## src/rtl/sem_pkg.sv

```systemverilog
package sem_pkg;
    // register offsets
    localparam logic [11:0] SEM_ADDR_LINK_PAGE = 12'h300;
    localparam logic [11:0] SEM_ADDR_PULSE     = 12'h312;
    localparam logic [11:0] SEM_ADDR_ERR_SEL   = 12'h46b;
    localparam logic [11:0] SEM_ADDR_DISP      = 12'h46d;
    localparam logic [11:0] SEM_ADDR_MISS      = 12'h46e;
    localparam logic [11:0] SEM_ADDR_CTRL      = 12'h46f;
    localparam logic [11:0] SEM_ADDR_ILAS_STAT = 12'h473;
    localparam logic [11:0] SEM_ADDR_TEST      = 12'h477;
    localparam logic [11:0] SEM_ADDR_IRQ       = 12'h47a;
    localparam logic [11:0] SEM_ADDR_RESYNC    = 12'h47b;
    localparam logic [11:0] SEM_ADDR_LIMIT     = 12'h47c;
    localparam logic [11:0] SEM_ADDR_LANE_EN   = 12'h47d;
    // field positions
    localparam int SEM_PAGE_BIT      = 2;
    localparam int SEM_PULSE_LSB     = 4;
    localparam int SEM_SEL_LANE_LSB  = 4;
    localparam int SEM_ILAS_TEST_BIT = 7;
    localparam int SEM_THR_MASK_BIT  = 3;
    localparam int SEM_CTL_IRQ_CLR   = 7;
    localparam int SEM_CTL_INHIBIT   = 6;
    localparam int SEM_CTL_CLEAR     = 5;
    localparam int SEM_TYPE_TOP_BIT  = 7;
    // reset values
    localparam logic [7:0] SEM_LIMIT_RST   = 8'hff;
    localparam logic [7:0] SEM_LANE_EN_RST = 8'hff;
    // timing and counts
    localparam logic [2:0] SEM_CGS_NEEDED     = 3'h4;
    localparam logic [2:0] SEM_REINIT_DISP    = 3'h4;
    localparam int         SEM_SYNC_PULSE_FR  = 2;
    localparam int         SEM_RESYNC_FRAMES  = 5;
    localparam int         SEM_RESYNC_OCTETS  = 9;
    localparam int         SEM_TYPES          = 3;

    typedef enum logic [1:0] {
        SEM_CNT_DISP = 2'h0,
        SEM_CNT_MISS = 2'h1,
        SEM_CNT_CTRL = 2'h2,
        SEM_CNT_NONE = 2'h3
    } sem_pick_t;

    typedef enum logic [1:0] {
        SEM_ST_IDLE,
        SEM_ST_CGS,
        SEM_ST_RUN,
        SEM_ST_RESYNC
    } sem_state_t;
endpackage : sem_pkg

```

## src/rtl/sem_err_counter.sv

```systemverilog
`timescale 1ns/100ps
module sem_err_counter #(
    parameter int W = 8
) (
    // clock and reset
    input  wire logic         clk_sys,
    input  wire logic         sys_rst,
    // control
    input  wire logic         err,
    input  wire logic         clear,
    input  wire logic         inhibit,
    input  wire logic         no_sat,
    input  wire logic [W-1:0] limit,
    // state
    output logic      [W-1:0] count_q,
    output logic              reached_q
);
    logic [W-1:0] count_d;
    logic         reached_d;

    always_comb begin
        count_d   = count_q;
        reached_d = reached_q;
        if (clear) begin
            count_d   = '0;
            reached_d = 1'b0;
        end else begin
            if (err && !inhibit) begin
                if (no_sat || count_q < limit) begin
                    count_d = count_q + 1'b1;
                end
            end
            if (count_d >= limit) begin
                reached_d = 1'b1;
            end
        end
    end

    always_ff @(posedge clk_sys) begin
        if (sys_rst) begin
            count_q   <= '0;
            reached_q <= 1'b0;
        end else begin
            count_q   <= count_d;
            reached_q <= reached_d;
        end
    end
endmodule : sem_err_counter

```

## src/rtl/sem_monitor.sv

```systemverilog
`timescale 1ns/100ps
// Contract
// ILAS test bit set before link enable accepts CGS then repeated ILAS.
// release sync request after four K28.5 on every enabled lane.
// transmitter repeats ILAS once sync request is released.
// page bit routes lane status and per-lane error access to link 0 or 1.
// with link 1 selected, link lane x means logical lane x plus four.
// detect disparity, table miss and control char errors; optionally resync.
// disparity counter counts every bad-disparity character, table entry or not.
// lane and counter picked in one register, count read back there.
// counter pick 0 disparity, 1 table miss, 2 control character.
// counts saturate at the single shared error limit.
// one status register per error type shows lanes at the limit.
// status writes on lane bits 2:0: clear irq, inhibit count, clear count.
// status register reads give over-limit state, not the written value.
// any error pulses the sync request output.
// pulse length field 0,1,2 gives a two-frame pulse; resets to 0.
// irq bits 7:5 enable over-limit events, read back as event status.
// four bad-disparity characters reinitialise; resync 5 frames plus 9 octets.
// threshold mask enable stops saturation for unmasked types; the code stops it for the resync-masked types instead.
// resync-masked type at the limit on any lane drops sync request.
// reinitialisation clears all counters; irq flags stay until cleared.
// software reads per-lane ILAS pass status during repeated ILAS test.
// ILAS status bit x is high when link lane x passed ILAS.
// counter pick 3 reads zero and touches no counter.
module sem_monitor
    import sem_pkg::*;
#(
    parameter int LANES            = 8,
    parameter int OCTETS_PER_FRAME = 1
) (
    // clock and reset
    input  wire logic             clk_sys,
    input  wire logic             sys_rst,
    // register port
    input  wire logic             reg_wr,
    input  wire logic             reg_rd,
    input  wire logic [11:0]      reg_addr,
    input  wire logic [7:0]       reg_wdata,
    output logic      [7:0]       reg_rdata,
    // link lanes
    input  wire logic             link_enable,
    input  wire logic [LANES-1:0] lane_k28_seen,
    input  wire logic [LANES-1:0] lane_ilas_pass,
    input  wire logic [LANES-1:0] lane_disp_err,
    input  wire logic [LANES-1:0] lane_table_miss,
    input  wire logic [LANES-1:0] lane_ctrl_err,
    // link control
    output logic                  sync_request_out_n,
    output logic                  link_reinit
);
    import sem_pkg::*;

    if (LANES != 8 || OCTETS_PER_FRAME < 1 || OCTETS_PER_FRAME > 16) begin : g_bad_params
        $error("sem_monitor: unsupported LANES or OCTETS_PER_FRAME");
    end

    function automatic logic [5:0] frames_to_cycles(input int frames, input logic [1:0] len);
        int fpc;
        fpc = (len == 2'h0) ? 4 : (len == 2'h1) ? 2 : 1;
        return 6'((frames + fpc - 1) / fpc);
    endfunction : frames_to_cycles

    function automatic logic [2:0] lane_map(input logic [2:0] idx, input logic page);
        return idx + {page, 2'h0};
    endfunction : lane_map

    localparam int RESYNC_FR = SEM_RESYNC_FRAMES
                             + (SEM_RESYNC_OCTETS + OCTETS_PER_FRAME - 1) / OCTETS_PER_FRAME;

    // register file
    logic             page_q, page_d;
    logic [1:0]       pulse_len_q, pulse_len_d;
    logic [2:0]       lane_pick_q, lane_pick_d;
    sem_pick_t        counter_pick_q, counter_pick_d;
    logic             ilas_test_q, ilas_test_d;
    logic             thr_mask_q, thr_mask_d;
    logic [2:0]       irq_en_q, irq_en_d;
    logic [2:0]       resync_mask_q, resync_mask_d;
    logic [7:0]       error_limit_q, error_limit_d;
    logic [LANES-1:0] lane_en_q, lane_en_d;
    logic [LANES-1:0] inhibit_q [SEM_TYPES];
    logic [LANES-1:0] inhibit_d [SEM_TYPES];
    logic [LANES-1:0] irq_q [SEM_TYPES];
    logic [LANES-1:0] irq_d [SEM_TYPES];
    logic [7:0]       rdata_d;

    // link state
    sem_state_t       st_q, st_d;
    logic [2:0]       cgs_cnt_q [LANES];
    logic [2:0]       cgs_cnt_d [LANES];
    logic [2:0]       disp_tot_q [LANES];
    logic [2:0]       disp_tot_d [LANES];
    logic [5:0]       timer_q, timer_d;
    logic [5:0]       pulse_q, pulse_d;
    logic             sync_n_d;

    // counter fabric
    logic [LANES-1:0] err_bus [SEM_TYPES];
    logic [LANES-1:0] cnt_clr [SEM_TYPES];
    logic [LANES-1:0] reached [SEM_TYPES];
    logic [7:0]       count_w [SEM_TYPES][LANES];
    logic             counting;
    logic             reinit_w;
    logic             cgs_all_w;
    logic             err_any;
    logic [2:0]       type_reached;
    logic [2:0]       sel_log;
    logic [2:0]       wr_type;
    logic             wr_is_type;

    assign counting = (st_q == SEM_ST_RUN);
    assign sel_log  = lane_map(lane_pick_q, page_q);
    assign err_bus[0] = lane_disp_err & lane_en_q & {LANES{counting}};
    assign err_bus[1] = lane_table_miss & lane_en_q & {LANES{counting}};
    assign err_bus[2] = lane_ctrl_err & lane_en_q & {LANES{counting && !ilas_test_q}};
    assign err_any    = |(err_bus[0] | err_bus[1] | err_bus[2]);
    assign wr_is_type = reg_wr && (reg_addr == SEM_ADDR_DISP || reg_addr == SEM_ADDR_MISS
                                   || reg_addr == SEM_ADDR_CTRL);
    assign wr_type[0] = reg_wr && reg_addr == SEM_ADDR_DISP;
    assign wr_type[1] = reg_wr && reg_addr == SEM_ADDR_MISS;
    assign wr_type[2] = reg_wr && reg_addr == SEM_ADDR_CTRL;

    genvar gt, gl;
    generate
        for (gt = 0; gt < SEM_TYPES; gt++) begin : g_type
            // mask bits run disparity high to control low, types run the other way
            assign type_reached[SEM_TYPES-1-gt] = |reached[gt];
            for (gl = 0; gl < LANES; gl++) begin : g_lane
                assign cnt_clr[gt][gl] = reinit_w
                    || (wr_type[gt] && reg_wdata[SEM_CTL_CLEAR]
                        && lane_map(reg_wdata[2:0], page_q) == 3'(gl));
                sem_err_counter #(.W(8)) u_cnt (
                    .clk_sys   (clk_sys),
                    .sys_rst   (sys_rst),
                    .err       (err_bus[gt][gl]),
                    .clear     (cnt_clr[gt][gl]),
                    .inhibit   (inhibit_q[gt][gl]),
                    .no_sat    (thr_mask_q && resync_mask_q[SEM_TYPES-1-gt]),
                    .limit     (error_limit_q),
                    .count_q   (count_w[gt][gl]),
                    .reached_q (reached[gt][gl])
                );
            end
        end
    endgenerate

    // register group
    always_comb begin
        page_d         = page_q;
        pulse_len_d    = pulse_len_q;
        lane_pick_d    = lane_pick_q;
        counter_pick_d = counter_pick_q;
        ilas_test_d    = ilas_test_q;
        thr_mask_d     = thr_mask_q;
        irq_en_d       = irq_en_q;
        resync_mask_d  = resync_mask_q;
        error_limit_d  = error_limit_q;
        lane_en_d      = lane_en_q;
        rdata_d        = reg_rdata;
        for (int t = 0; t < SEM_TYPES; t++) begin
            inhibit_d[t] = inhibit_q[t];
            irq_d[t]     = irq_q[t];
            if (wr_type[t]) begin
                for (int l = 0; l < LANES; l++) begin
                    if (lane_map(reg_wdata[2:0], page_q) == 3'(l)) begin
                        inhibit_d[t][l] = reg_wdata[SEM_CTL_INHIBIT];
                        if (reg_wdata[SEM_CTL_IRQ_CLR]) begin
                            irq_d[t][l] = 1'b0;
                        end
                    end
                end
            end
            irq_d[t] = irq_d[t] | reached[t];
        end
        if (reg_wr && !wr_is_type) begin
            unique case (reg_addr)
                SEM_ADDR_LINK_PAGE: page_d = reg_wdata[SEM_PAGE_BIT];
                SEM_ADDR_PULSE:     pulse_len_d = reg_wdata[SEM_PULSE_LSB +: 2];
                SEM_ADDR_ERR_SEL: begin
                    lane_pick_d    = reg_wdata[SEM_SEL_LANE_LSB +: 3];
                    counter_pick_d = sem_pick_t'(reg_wdata[1:0]);
                end
                SEM_ADDR_TEST: begin
                    ilas_test_d = reg_wdata[SEM_ILAS_TEST_BIT];
                    thr_mask_d  = reg_wdata[SEM_THR_MASK_BIT];
                end
                SEM_ADDR_IRQ:     irq_en_d = reg_wdata[SEM_TYPE_TOP_BIT -: 3];
                SEM_ADDR_RESYNC:  resync_mask_d = reg_wdata[SEM_TYPE_TOP_BIT -: 3];
                SEM_ADDR_LIMIT:   error_limit_d = reg_wdata;
                SEM_ADDR_LANE_EN: lane_en_d = reg_wdata;
                default: ;
            endcase
        end
        if (reg_rd) begin
            unique case (reg_addr)
                SEM_ADDR_LINK_PAGE: rdata_d = 8'(page_q) << SEM_PAGE_BIT;
                SEM_ADDR_PULSE:     rdata_d = 8'(pulse_len_q) << SEM_PULSE_LSB;
                SEM_ADDR_ERR_SEL: begin
                    unique case (counter_pick_q)
                        SEM_CNT_DISP: rdata_d = count_w[0][sel_log];
                        SEM_CNT_MISS: rdata_d = count_w[1][sel_log];
                        SEM_CNT_CTRL: rdata_d = count_w[2][sel_log];
                        SEM_CNT_NONE: rdata_d = 8'h00;
                    endcase
                end
                SEM_ADDR_DISP: rdata_d = reached[0] >> (page_q ? 4 : 0);
                SEM_ADDR_MISS: rdata_d = reached[1] >> (page_q ? 4 : 0);
                SEM_ADDR_CTRL: rdata_d = reached[2] >> (page_q ? 4 : 0);
                SEM_ADDR_ILAS_STAT:
                    rdata_d = (lane_ilas_pass & lane_en_q) >> (page_q ? 4 : 0);
                SEM_ADDR_TEST:
                    rdata_d = (8'(ilas_test_q) << SEM_ILAS_TEST_BIT)
                            | (8'(thr_mask_q) << SEM_THR_MASK_BIT);
                SEM_ADDR_IRQ: rdata_d = {irq_en_q & {|irq_q[0], |irq_q[1], |irq_q[2]},
                                         5'h00};
                SEM_ADDR_RESYNC:  rdata_d = {resync_mask_q, 5'h00};
                SEM_ADDR_LIMIT:   rdata_d = error_limit_q;
                SEM_ADDR_LANE_EN: rdata_d = lane_en_q;
                default:          rdata_d = 8'h00;
            endcase
        end
    end

    always_ff @(posedge clk_sys) begin
        if (sys_rst) begin
            page_q         <= 1'b0;
            pulse_len_q    <= 2'h0;
            lane_pick_q    <= 3'h0;
            counter_pick_q <= SEM_CNT_DISP;
            ilas_test_q    <= 1'b0;
            thr_mask_q     <= 1'b0;
            irq_en_q       <= 3'h0;
            resync_mask_q  <= 3'h0;
            error_limit_q  <= SEM_LIMIT_RST;
            lane_en_q      <= SEM_LANE_EN_RST;
            reg_rdata      <= 8'h00;
            for (int t = 0; t < SEM_TYPES; t++) begin
                inhibit_q[t] <= '0;
                irq_q[t]     <= '0;
            end
        end else begin
            page_q         <= page_d;
            pulse_len_q    <= pulse_len_d;
            lane_pick_q    <= lane_pick_d;
            counter_pick_q <= counter_pick_d;
            ilas_test_q    <= ilas_test_d;
            thr_mask_q     <= thr_mask_d;
            irq_en_q       <= irq_en_d;
            resync_mask_q  <= resync_mask_d;
            error_limit_q  <= error_limit_d;
            lane_en_q      <= lane_en_d;
            reg_rdata      <= rdata_d;
            for (int t = 0; t < SEM_TYPES; t++) begin
                inhibit_q[t] <= inhibit_d[t];
                irq_q[t]     <= irq_d[t];
            end
        end
    end

    // link group
    always_comb begin
        cgs_all_w = |lane_en_q;
        reinit_w  = counting && !ilas_test_q && |(resync_mask_q & type_reached);
        for (int l = 0; l < LANES; l++) begin
            cgs_cnt_d[l]  = cgs_cnt_q[l];
            disp_tot_d[l] = disp_tot_q[l];
            if (st_q == SEM_ST_CGS && lane_k28_seen[l] && cgs_cnt_q[l] < SEM_CGS_NEEDED) begin
                cgs_cnt_d[l] = cgs_cnt_q[l] + 3'h1;
            end
            if (lane_en_q[l] && cgs_cnt_q[l] < SEM_CGS_NEEDED) begin
                cgs_all_w = 1'b0;
            end
            if (err_bus[0][l] && !ilas_test_q) begin
                disp_tot_d[l] = disp_tot_q[l] + 3'h1;
                if (disp_tot_d[l] == SEM_REINIT_DISP) begin
                    reinit_w = 1'b1;
                end
            end
        end
        st_d    = st_q;
        timer_d = (timer_q != 6'h00) ? timer_q - 6'h01 : 6'h00;
        pulse_d = (pulse_q != 6'h00) ? pulse_q - 6'h01 : 6'h00;
        unique case (st_q)
            SEM_ST_IDLE: if (link_enable) st_d = SEM_ST_CGS;
            SEM_ST_CGS:  if (cgs_all_w) st_d = SEM_ST_RUN;
            SEM_ST_RUN: begin
                if (reinit_w) begin
                    st_d    = SEM_ST_RESYNC;
                    timer_d = frames_to_cycles(RESYNC_FR, pulse_len_q);
                end else if (err_any && !ilas_test_q) begin
                    pulse_d = frames_to_cycles(SEM_SYNC_PULSE_FR, pulse_len_q);
                end
            end
            SEM_ST_RESYNC: if (timer_q <= 6'h01) st_d = SEM_ST_CGS;
        endcase
        if (!link_enable) begin
            st_d = SEM_ST_IDLE;
        end
        if (st_d != SEM_ST_RUN) begin
            pulse_d = 6'h00;
            for (int l = 0; l < LANES; l++) begin
                disp_tot_d[l] = 3'h0;
                if (st_d != SEM_ST_CGS) cgs_cnt_d[l] = 3'h0;
            end
        end
        sync_n_d = (st_d == SEM_ST_RUN) && (pulse_d == 6'h00);
    end

    always_ff @(posedge clk_sys) begin
        if (sys_rst) begin
            st_q               <= SEM_ST_IDLE;
            timer_q            <= 6'h00;
            pulse_q            <= 6'h00;
            sync_request_out_n <= 1'b0;
            link_reinit        <= 1'b0;
            for (int l = 0; l < LANES; l++) begin
                cgs_cnt_q[l]  <= 3'h0;
                disp_tot_q[l] <= 3'h0;
            end
        end else begin
            st_q               <= st_d;
            timer_q            <= timer_d;
            pulse_q            <= pulse_d;
            sync_request_out_n <= sync_n_d;
            link_reinit        <= reinit_w;
            cgs_cnt_q          <= cgs_cnt_d;
            disp_tot_q         <= disp_tot_d;
        end
    end
endmodule : sem_monitor

```

## config.mk

```make
export PLATFORM = sky130hd
export DESIGN_NAME = sem_monitor
export DESIGN_NICKNAME = d
export VERILOG_FILES = /design/src/rtl/sem_pkg.sv /design/src/rtl/sem_err_counter.sv /design/src/rtl/sem_monitor.sv
export SDC_FILE = /design/constraint.sdc
export NUM_CORES = 1
export LEC_CHECK = 0
export BUFFER_PORTS_ARGS = -buffer_cell sky130_fd_sc_hd__buf_2
export CAP_MARGIN = 25
export CELL_PAD_IN_SITES_DETAIL_PLACEMENT = 1
export CELL_PAD_IN_SITES_GLOBAL_PLACEMENT = 1
export CORE_UTILIZATION = 50
export CTS_CLUSTER_SIZE = 10
export DETAILED_ROUTE_END_ITERATION = 7
export GPL_TIMING_DRIVEN = 0
export PLACE_DENSITY_LB_ADDON = 0.08
export SLEW_MARGIN = 10
export SYNTH_ARGS = -nofsm -noshare
export SYNTH_HDL_FRONTEND = slang
export SYNTH_HIERARCHICAL = 1
export SYNTH_SLANG_ARGS = --single-unit
```

## constraint.sdc

```tcl
create_clock -name clk_sys -period 5.2 [get_ports clk_sys]
set_clock_uncertainty 0.05 [all_clocks]
set_input_delay 0.26 -clock clk_sys [delete_from_list [all_inputs] [get_ports clk_sys]]
set_output_delay 0.26 -clock clk_sys [all_outputs]
set_load 0.005 [all_outputs]
```

Word-level counts from Yosys, hierarchy flattened:

Memory sizes are Yosys's and may differ from the RTL's.
Cells that the tools add are included.

* add/sub/neg operators: 48
* divide/modulo/power cells: 2
* order comparisons: 58
* eq/ne operators: 37
* shift-type cells: 4
* multiplexer cells: 227
* bitwise logic cells: 22
* reduce and logical (&&, ||, !) cells: 220

Operator list (number)
* 8-bit 2-to-1 mux: 90
* 8-bit by 1-bit adder with 8-bit output, second input constant: 24
* 8-bit greater-or-equal comparator: 24
* 8-bit less-than comparator: 24
* 12-bit by 11-bit == test with 1-bit output, second input constant: 10
* 1-bit 2-to-1 mux: 99
* 8-bit case mux with 12 select lines: 1
* 8-bit by 32-bit right shift with 8-bit output: 3
* 1-bit logical AND: 95
* 8-bit binary-select mux with 3-bit select: 3
* 32-bit by 32-bit divider with 32-bit output: 2
* 8-bit OR reduction: 8
* 8-bit bitwise AND: 7
* 3-bit 2-to-1 mux: 18
* 1-bit logical OR: 50
* 2-bit OR reduction: 25
* 3-bit by 1-bit adder with 3-bit output, second input constant: 16
* 6-bit 2-to-1 mux: 8
* 8-bit OR: 5
* 3-bit == test, second input constant: 12
* 5-bit by 32-bit adder with 32-bit output, first input constant: 1
* 8-bit case mux with 4 select lines: 1
* 32-bit by 2-bit subtractor with 32-bit output, second input constant: 1
* 1-bit zero test: 26
* other kinds (28): 65

* register bits after elaboration: 320
* RAM bits: 48
* input bits: 65
* logic and storage cells: 700
* memories: 2

Memories
* inhibit_q: words 3, width 8, rd ports 3, clocked after Yosys merged registers in 0, write ports 3, line sem_monitor.sv:82 `logic [LANES-1:0] inhibit_q [SEM_TYPES];`
* irq_q: words 3, width 8, rd ports 3, clocked after Yosys merged registers in 0, write ports 3, line sem_monitor.sv:84 `logic [LANES-1:0] irq_q [SEM_TYPES];`

Depth between registers and ports, before layout:

Gate-level depths: netlist (run 1).

* depth in word-level cells: 27
* depth in mapped cells: 15
* mapped depth without buffers: 12

Modules after synthesis:

Netlist (run 1), hierarchy kept.

Modules (own cells, without submodules)
* sem_err_counter: instances 24, cells each 93, area an instance 849.6 µm²
* sem_monitor: instances 1, cells each 1164, area an instance 9977.1 µm²

Worst setup path before layout (run 1):

OpenSTA, ideal clock, no wires.

* path kind: flip-flop to flip-flop
* start: register error_limit_q[0]
* end: register g_type[0].g_lane[0].u_cnt.reached_q
* arrival: 4.323 ns
* required time: 5.028 ns
* setup slack: 0.705 ns
* stages on the path, launching flop included: 12
* period minus slack after synthesis: 4.495 ns
* path through: dfxtp_1 > nand2b_4 > a2111o_1 > a311oi_2 > buf_6 > a21bo_2 > nand2_1 > ha_1 > a21o_1 > a2111oi_0 > o21ai_0 > o311a_1

* cells in the longest elaborated chain, start to end: 6

RTL lines
* start, declared: line sem_monitor.sv:80 `logic [7:0] error_limit_q, error_limit_d;`
* start signal, assigned: line sem_monitor.sv:251 `error_limit_q <= error_limit_d;`
* 8-bit less-than comparator: line sem_err_counter.sv:29 `if (no_sat || count_q < limit) begin`
* 1-bit logical OR: line sem_err_counter.sv:29
* 8-bit 2-to-1 mux: line sem_err_counter.sv:29
* 8-bit 2-to-1 mux: line sem_err_counter.sv:28 `if (err && !inhibit) begin`
* 8-bit 2-to-1 mux: line sem_err_counter.sv:24 `if (clear) begin`
* 8-bit greater-or-equal comparator *: line sem_err_counter.sv:33 `if (count_d >= limit) begin`
* end signal, assigned: line sem_err_counter.sv:45 `reached_q <= reached_d;`
* end, declared: line sem_err_counter.sv:16 `output logic reached_q`

Every way passes the cells marked *; elsewhere a longest branch is shown, timed or not. The select of a mux whose other input is x is not followed.
A chain may end at the register's enable or synchronous reset.

==> metrics.csv, run 1 <==
metric;value;unit
final setup fails;0;
share of layout cells above drive strength 1;0.143;
worst vdd ir;0.268;mV
CTS clk-pin slew, worst paths;70;ps
post-route ant nets;0;
root buffer cell;clkbuf_16;
total core area;59500;µm²
clock share of power;0.491;
Tmin final;4540;ps
Sw Pwr;1.63;mW
vias in the first global route;29400;
switching portion of total power;0.258;
area grow syn2layout;10.2;%
H-Tree Depth;2;
hold crit path type;in2reg;
CTS sink cnt;368;
CTS tree;done;
commonest cells after routing, fill and taps aside;ha_1, dfxtp_1, nand2_1;
pin count of the biggest net entering global routing;62;
status;completed;
clock tree buffer depth;3;
total power;6.32;mW
Iter 0 DRT Violations;2100;
crit path DAT;4990;ps
unrepaired setup endpoints after global routing;false;
Slew Limit Headroom;0.239;
first-pass GRT wire length;176000;µm
EDFF count, synth;0;
num rows;89;
Gate Count Post-Synth;3396;
average size of a mapped cell;8.94;µm²
static leakage;17.7;nW
CP Capture Type;register;
Slew @ Worst Pin;1140;ps
Clk Latency, worst-skew pair;640;ps
Slew Viols, Final;0;
Total Routed Length;115000;µm
initial antenna violation count;9;
register area share after synthesis;0.243;
DRC;0;
main flop type after synthesis;dfxtp_1;
Tot GR Track Use;0.368;
vias per cell;6.44;
max frequency;0.220;GHz
die area;61700;µm²
Die Y;248;µm
Ports;75;
Power Density;189;nW/µm²
routed length per instance;26.5;µm
sequential power share;0.452;
# nets final;4020;
synthesis-stage register bit count;368;
multi-input logic area;21400;µm²
DRT Pass-1 Iters;6;
Initial Util;0.511;
Distinct cells, synth;95;
commonest non-fill, non-tap cell in the layout;ha_1;
fraction of registers with async set/reset;0;
design internal power;4.69;mW
CP required;5650;ps
Port Buffers;67;
Worst setup SP type;register;
Fin. Hold Viols;0;
syn nets;3879;
Synth Cell Area;30400;µm²
via count;28000;
Ys Warns;6;
combinational power share;0.057;
chip width;248;µm
CP Max Fanout;10;
Fin Hold WS;110;ps
Fillers;6912;
gr ovfl total;0;
HPWL after DPL;88400;µm
CTS buffer count;46;
FF+latch area;7380;µm²
fin crit share;0.872;
Max-Cap Viols;0;
worst setup path category;reg2reg;
Placer Congestion;0.977;
post-CTS sizing;0;
cell usage after synthesis (25+ instances only):
cell type  number  area share
inv_1         252       0.031
o2111ai_1      50       0.014
and3_1         67       0.014
dfxtp_1       368        0.24
a21bo_2        25      0.0082
nand2b_1       35      0.0072
xnor2_1       123       0.035
a21o_1         53       0.013
mux2_2         25      0.0093
o21ai_0       143       0.024
mux4_2         42       0.031
nand2_1       322       0.040
a21oi_1       159       0.026
or2_1          25      0.0052
buf_6          29       0.011
o311a_1        26      0.0086
o21a_1         26      0.0064
or3_1          74       0.015
nor2_1        212       0.026
or2_2          26      0.0054
ha_1          418        0.17
nand4_1        38      0.0078
clkbuf_1       50      0.0062
mux2i_1       121       0.040
a211oi_1       30      0.0074
or2b_2         48       0.014
nand3b_1       75       0.019
nand3_1        29      0.0048
and2_1         78       0.016
flip-flops by register name, summed over array words and instances (netlist names), 2 cells and up:
name / cells
g_type.g_lane.u_cnt/count_q: 192
pulse_len_q: 2
irq_en_q: 3
lane_pick_q: 3
irq_q: 24
error_limit_q: 8
lane_en_q: 8
timer_q: 6
disp_tot_q: 24
st_q: 2
inhibit_q: 24
reg_rdata: 8
resync_mask_q: 3
g_type.g_lane.u_cnt/reached_q: 24
cgs_cnt_q: 24
pulse_q: 6
counter_pick_q: 2
critical path: stages, from the launching register on:
cell and delay [ps]:
dfxtp_1 350, and2b_1 440, nand2b_1 130, clkbuf_1 290, clkbuf_1 330, nor2_1 530, o2111ai_1 280, a311oi_2 400
buf_6 200, a21bo_2 140, nand2_1 70, ha_1 310, a21o_1 190, a2111oi_0 380, o21ai_0 180, o311a_1 140
logic make-up after synthesis:
family                   share of synthesized area
other                                     0.000123
XOR/XNOR                                    0.0395
multiplexers                                0.0885
buffers and inverters                       0.0533
flip-flops                                   0.243
AO/OA/AOI/OAI                                0.186
adder cells (fa/ha/maj)                      0.172
AND/OR/NAND/NOR                              0.218
layer usage:
| metal | up-vias | share of wire | GRT usage |
|---|---|---|---|
| met5 | - | 0.00065 | 0 |
| met4 | 10 | 0.043 | 0.151 |
| met3 | 271 | 0.063 | 0.0550 |
| met2 | 866 | 0.48 | 0.630 |
| met1 | 14100 | 0.42 | 0.461 |
| li1 | 12700 | - | - |
repair_timing:
item                      4_1_cts  5_1_grt
hold buffers                   14        0
hold endpoints to repair       30        0
buffers inserted                0        0
final cells by class:
type                    count  area share
multi-input cells        2669       0.639
well taps                 773      0.0289
flip-flops and latches    368       0.220
plain buffers             107      0.0201
clock buffers              71      0.0390
inverters                 252      0.0283
repair buffers             93      0.0220
clock inverters             7     0.00235
diodes                      4    0.000299
through the flow:
step,util,area (µm²),std cells,worst slack [ps],setup TNS [ps]
3_3_place_gp,0.533,31700,4236,-940,-21380
5_1_grt,0.563,33500,4341,549,0
2_1_floorplan,-,30400,3396,705,0
4_1_cts,0.563,33500,4340,779,0
3_5_place_dp,0.537,31900,4248,834,0
6_report,0.563,33500,4344,664,0
power by group through the flow:
stage / sequential, mW / combinational [mW] / clock, mW
finish: 2.86 / 0.361 / 3.11
global route: 2.86 / 0.385 / 3.23
CTS: 2.85 / 0.353 / 3.14
detailed placement: 2.92 / 0.341 / 0
global placement: 2.92 / 0.325 / 0
floorplan: 2.91 / 0.205 / 0
final timing paths:
path	to	cells past startpoint	slack [ps]	startpoint
max	g_type[2].g_lane[6].u_cnt/reached_q$_SDFFE_PP0P_	15	660	st_q[0]$_SDFF_PP0_
min	reg_rdata[6]$_SDFFE_PP0P_	4	110	reg_rd
max reg2reg	g_type[2].g_lane[6].u_cnt/reached_q$_SDFFE_PP0P_	15	660	st_q[0]$_SDFF_PP0_
min reg2reg	cgs_cnt_q[4]$_SDFF_PP0_	2	440	cgs_cnt_q[4]$_SDFF_PP0_
Power figures use the tool's default switching activity.
==> run 2: changes to the inputs <==
--- a/config.mk
+++ b/config.mk
@@ -5,15 +5,15 @@
 export SDC_FILE = /design/constraint.sdc
 export NUM_CORES = 1
 export LEC_CHECK = 0
-export BUFFER_PORTS_ARGS = -buffer_cell sky130_fd_sc_hd__buf_2
 export CAP_MARGIN = 25
 export CELL_PAD_IN_SITES_DETAIL_PLACEMENT = 1
 export CELL_PAD_IN_SITES_GLOBAL_PLACEMENT = 1
-export CORE_UTILIZATION = 50
+export CORE_UTILIZATION = 51
 export CTS_CLUSTER_SIZE = 10
 export DETAILED_ROUTE_END_ITERATION = 7
+export DONT_BUFFER_PORTS = 1
 export GPL_TIMING_DRIVEN = 0
-export PLACE_DENSITY_LB_ADDON = 0.08
+export PLACE_DENSITY = 0.91
 export SLEW_MARGIN = 10
 export SYNTH_ARGS = -nofsm -noshare
 export SYNTH_HDL_FRONTEND = slang
==> metrics.csv, run 2 (same netlist as run 1, synthesis figures left out) <==
metric;value;unit
status;completed;
commonest non-fill, non-tap cell in the layout;ha_1;
post-route ant nets;0;
Fin Hold WS;10.8;ps
routed length per instance;30.2;µm
hold depth;2;
area grow syn2layout;9.65;%
sequential power share;0.439;
Sw Pwr;1.74;mW
hold crit path type;in2reg;
total core area;58900;µm²
CP required;5700;ps
Setup WS pre-CTS;831;ps
Hold Startpoint;reg_rd;
Initial Util;0.515;
clock share of power;0.508;
DRC;0;
Power Density;196;nW/µm²
Worst setup SP type;register;
die area;60500;µm²
Crit path depth;15;
Die Y;246;µm
share of layout cells above drive strength 1;0.128;
DRT met1 WL;46500;µm
Fin. Hold Viols;0;
worst setup path category;reg2reg;
CP max stage cell;a2111oi_0;
Total Routed Length;130000;µm
chip width;246;µm
CP Capture Type;register;
total power;6.51;mW
max frequency;0.198;GHz
first-pass GRT wire length;193000;µm
reg2reg end;g_type[2].g_lane[6].u_cnt/reached_q$_SDFFE_PP0P_;
static leakage;17.4;nW
DR WL met3;14700;µm
Iter 0 DRT Violations;3352;
Port Buffers;0;
design internal power;4.77;mW
via count;30100;
fin crit share;0.972;
CTS sink cnt;368;
Tmin final;5050;ps
Tot GR Track Use;0.420;
Slew Limit Headroom;0.187;
Ports;75;
Max-Cap Viols;0;
CTS tree;done;
family with the most delay on the worst path;compound AO/OA/AOI/OAI gates;
combinational power share;0.053;
vias per cell;7.01;
setup bufs post-CTS;0;
CP Max Fanout;10;
CTS buffer count;47;
final setup fails;0;
r2r startpoint;st_q[1]$_SDFF_PP0_;
initial antenna violation count;24;
Placer Congestion;0.978;
met2 WL;56600;µm
uppermost layer routed;met5;
Worst Path Buf+Inv;3;
Hold Path Sink;reg_rdata[3]$_SDFFE_PP0P_;
Final WS setup;146;ps
H-Tree Depth;2;
Slew @ Worst Pin;1210;ps
largest stage delay on the critical path;560;ps
commonest cells after routing, fill and taps aside;ha_1, dfxtp_1, nand2_1;
cell depth of the worst flop-to-flop path;15;
DRT Pass-1 Iters;7;
vias in the first global route;31900;
gr ovfl total;0;
CTS clk-pin slew, worst paths;60;ps
# nets final;3959;
unrepaired setup endpoints after global routing;false;
Slew Viols, Final;0;
Biggest register;g_type.g_lane.u_cnt/count_q;
num rows;89;
pin count of the biggest net entering global routing;121;
switching portion of total power;0.268;
clock tree buffer depth;3;
post-CTS sizing;0;
crit-path cells;and2b_1 -> nand2b_1 -> clkbuf_1 -> clkbuf_1 -> nor2_1 -> o2111ai_1 -> a311oi_2 -> buf_6 -> a21bo_2 -> nand2_1 -> ha_1 -> a21o_1 -> a2111oi_0 -> o21ai_0 -> o311a_1;
root buffer cell;clkbuf_16;
worst vdd ir;0.273;mV
CP most frequent cell;clkbuf_1;
HPWL after DPL;86600;µm
placed insts;4180;
max reg flops;192;
Reg2Reg Setup Slack;150;ps
Core Util, Final;0.565;
Clk Latency, worst-skew pair;680;ps
crit path DAT;5550;ps
Finished Layout Cells;4297;
## run 2: through the flow
step,setup TNS (ps),area (µm²)
finish,0,33300
global route,0,33300
CTS,0,33200
detailed placement,0,31600
global placement,-18180,31300
floorplan,0,30400
## run 2: timing repair
action,in CTS,in global routing
endpoints found under the hold margin,276,1
setup endpoints to repair,0,0
hold buffers,19,1
## run 2: routing by layer
| metal | vias up | GRT usage |
|---|---|---|
| li1 | 12600 | - |
| met1 | 14700 | 0.476 |
| met2 | 1981 | 0.648 |
| met3 | 831 | 0.134 |
| met4 | 10 | 0.337 |
| met5 | - | 0 |
## run 2: power by group through the flow
| stage | Combinational [mW] | Sequential, mW | Clock, mW |
|---|---|---|---|
| floorplan | 0.205 | 2.91 | 0 |
| global placement | 0.269 | 2.92 | 0 |
| detailed placement | 0.283 | 2.92 | 0 |
| CTS | 0.324 | 2.86 | 3.25 |
| global route | 0.361 | 2.86 | 3.41 |
| finish | 0.347 | 2.86 | 3.31 |
## run 2: worst max-delay path by stage
| stage | endpoint | from |
|---|---|---|
| 2_1_floorplan | g_type[0].g_lane[0].u_cnt/reached_q$_SDFFE_PP0P_ | error_limit_q[0]$_SDFFE_PP1P_ |
| 3_5_place_dp | g_type[2].g_lane[6].u_cnt/reached_q$_SDFFE_PP0P_ | st_q[0]$_SDFF_PP0_ |
| 6_report | g_type[2].g_lane[6].u_cnt/reached_q$_SDFFE_PP0P_ | st_q[1]$_SDFF_PP0_ |
| 3_3_place_gp | g_type[1].g_lane[1].u_cnt/reached_q$_SDFFE_PP0P_ | error_limit_q[0]$_SDFFE_PP1P_ |
| 4_1_cts | g_type[2].g_lane[6].u_cnt/reached_q$_SDFFE_PP0P_ | st_q[0]$_SDFF_PP0_ |
| 5_1_grt | g_type[2].g_lane[6].u_cnt/reached_q$_SDFFE_PP0P_ | st_q[1]$_SDFF_PP0_ |
## run 2: layout make-up
type | instances | area, µm²
plain buffers | 107 | 673
clock buffers | 67 | 1320
multi-input cells | 2669 | 21400
flip-flops and latches | 368 | 7380
repair buffers | 31 | 453
inverters | 252 | 946
clock inverters | 8 | 120
fillers | 6764 | 25600
well taps | 773 | 967
diodes | 22 | 55.1
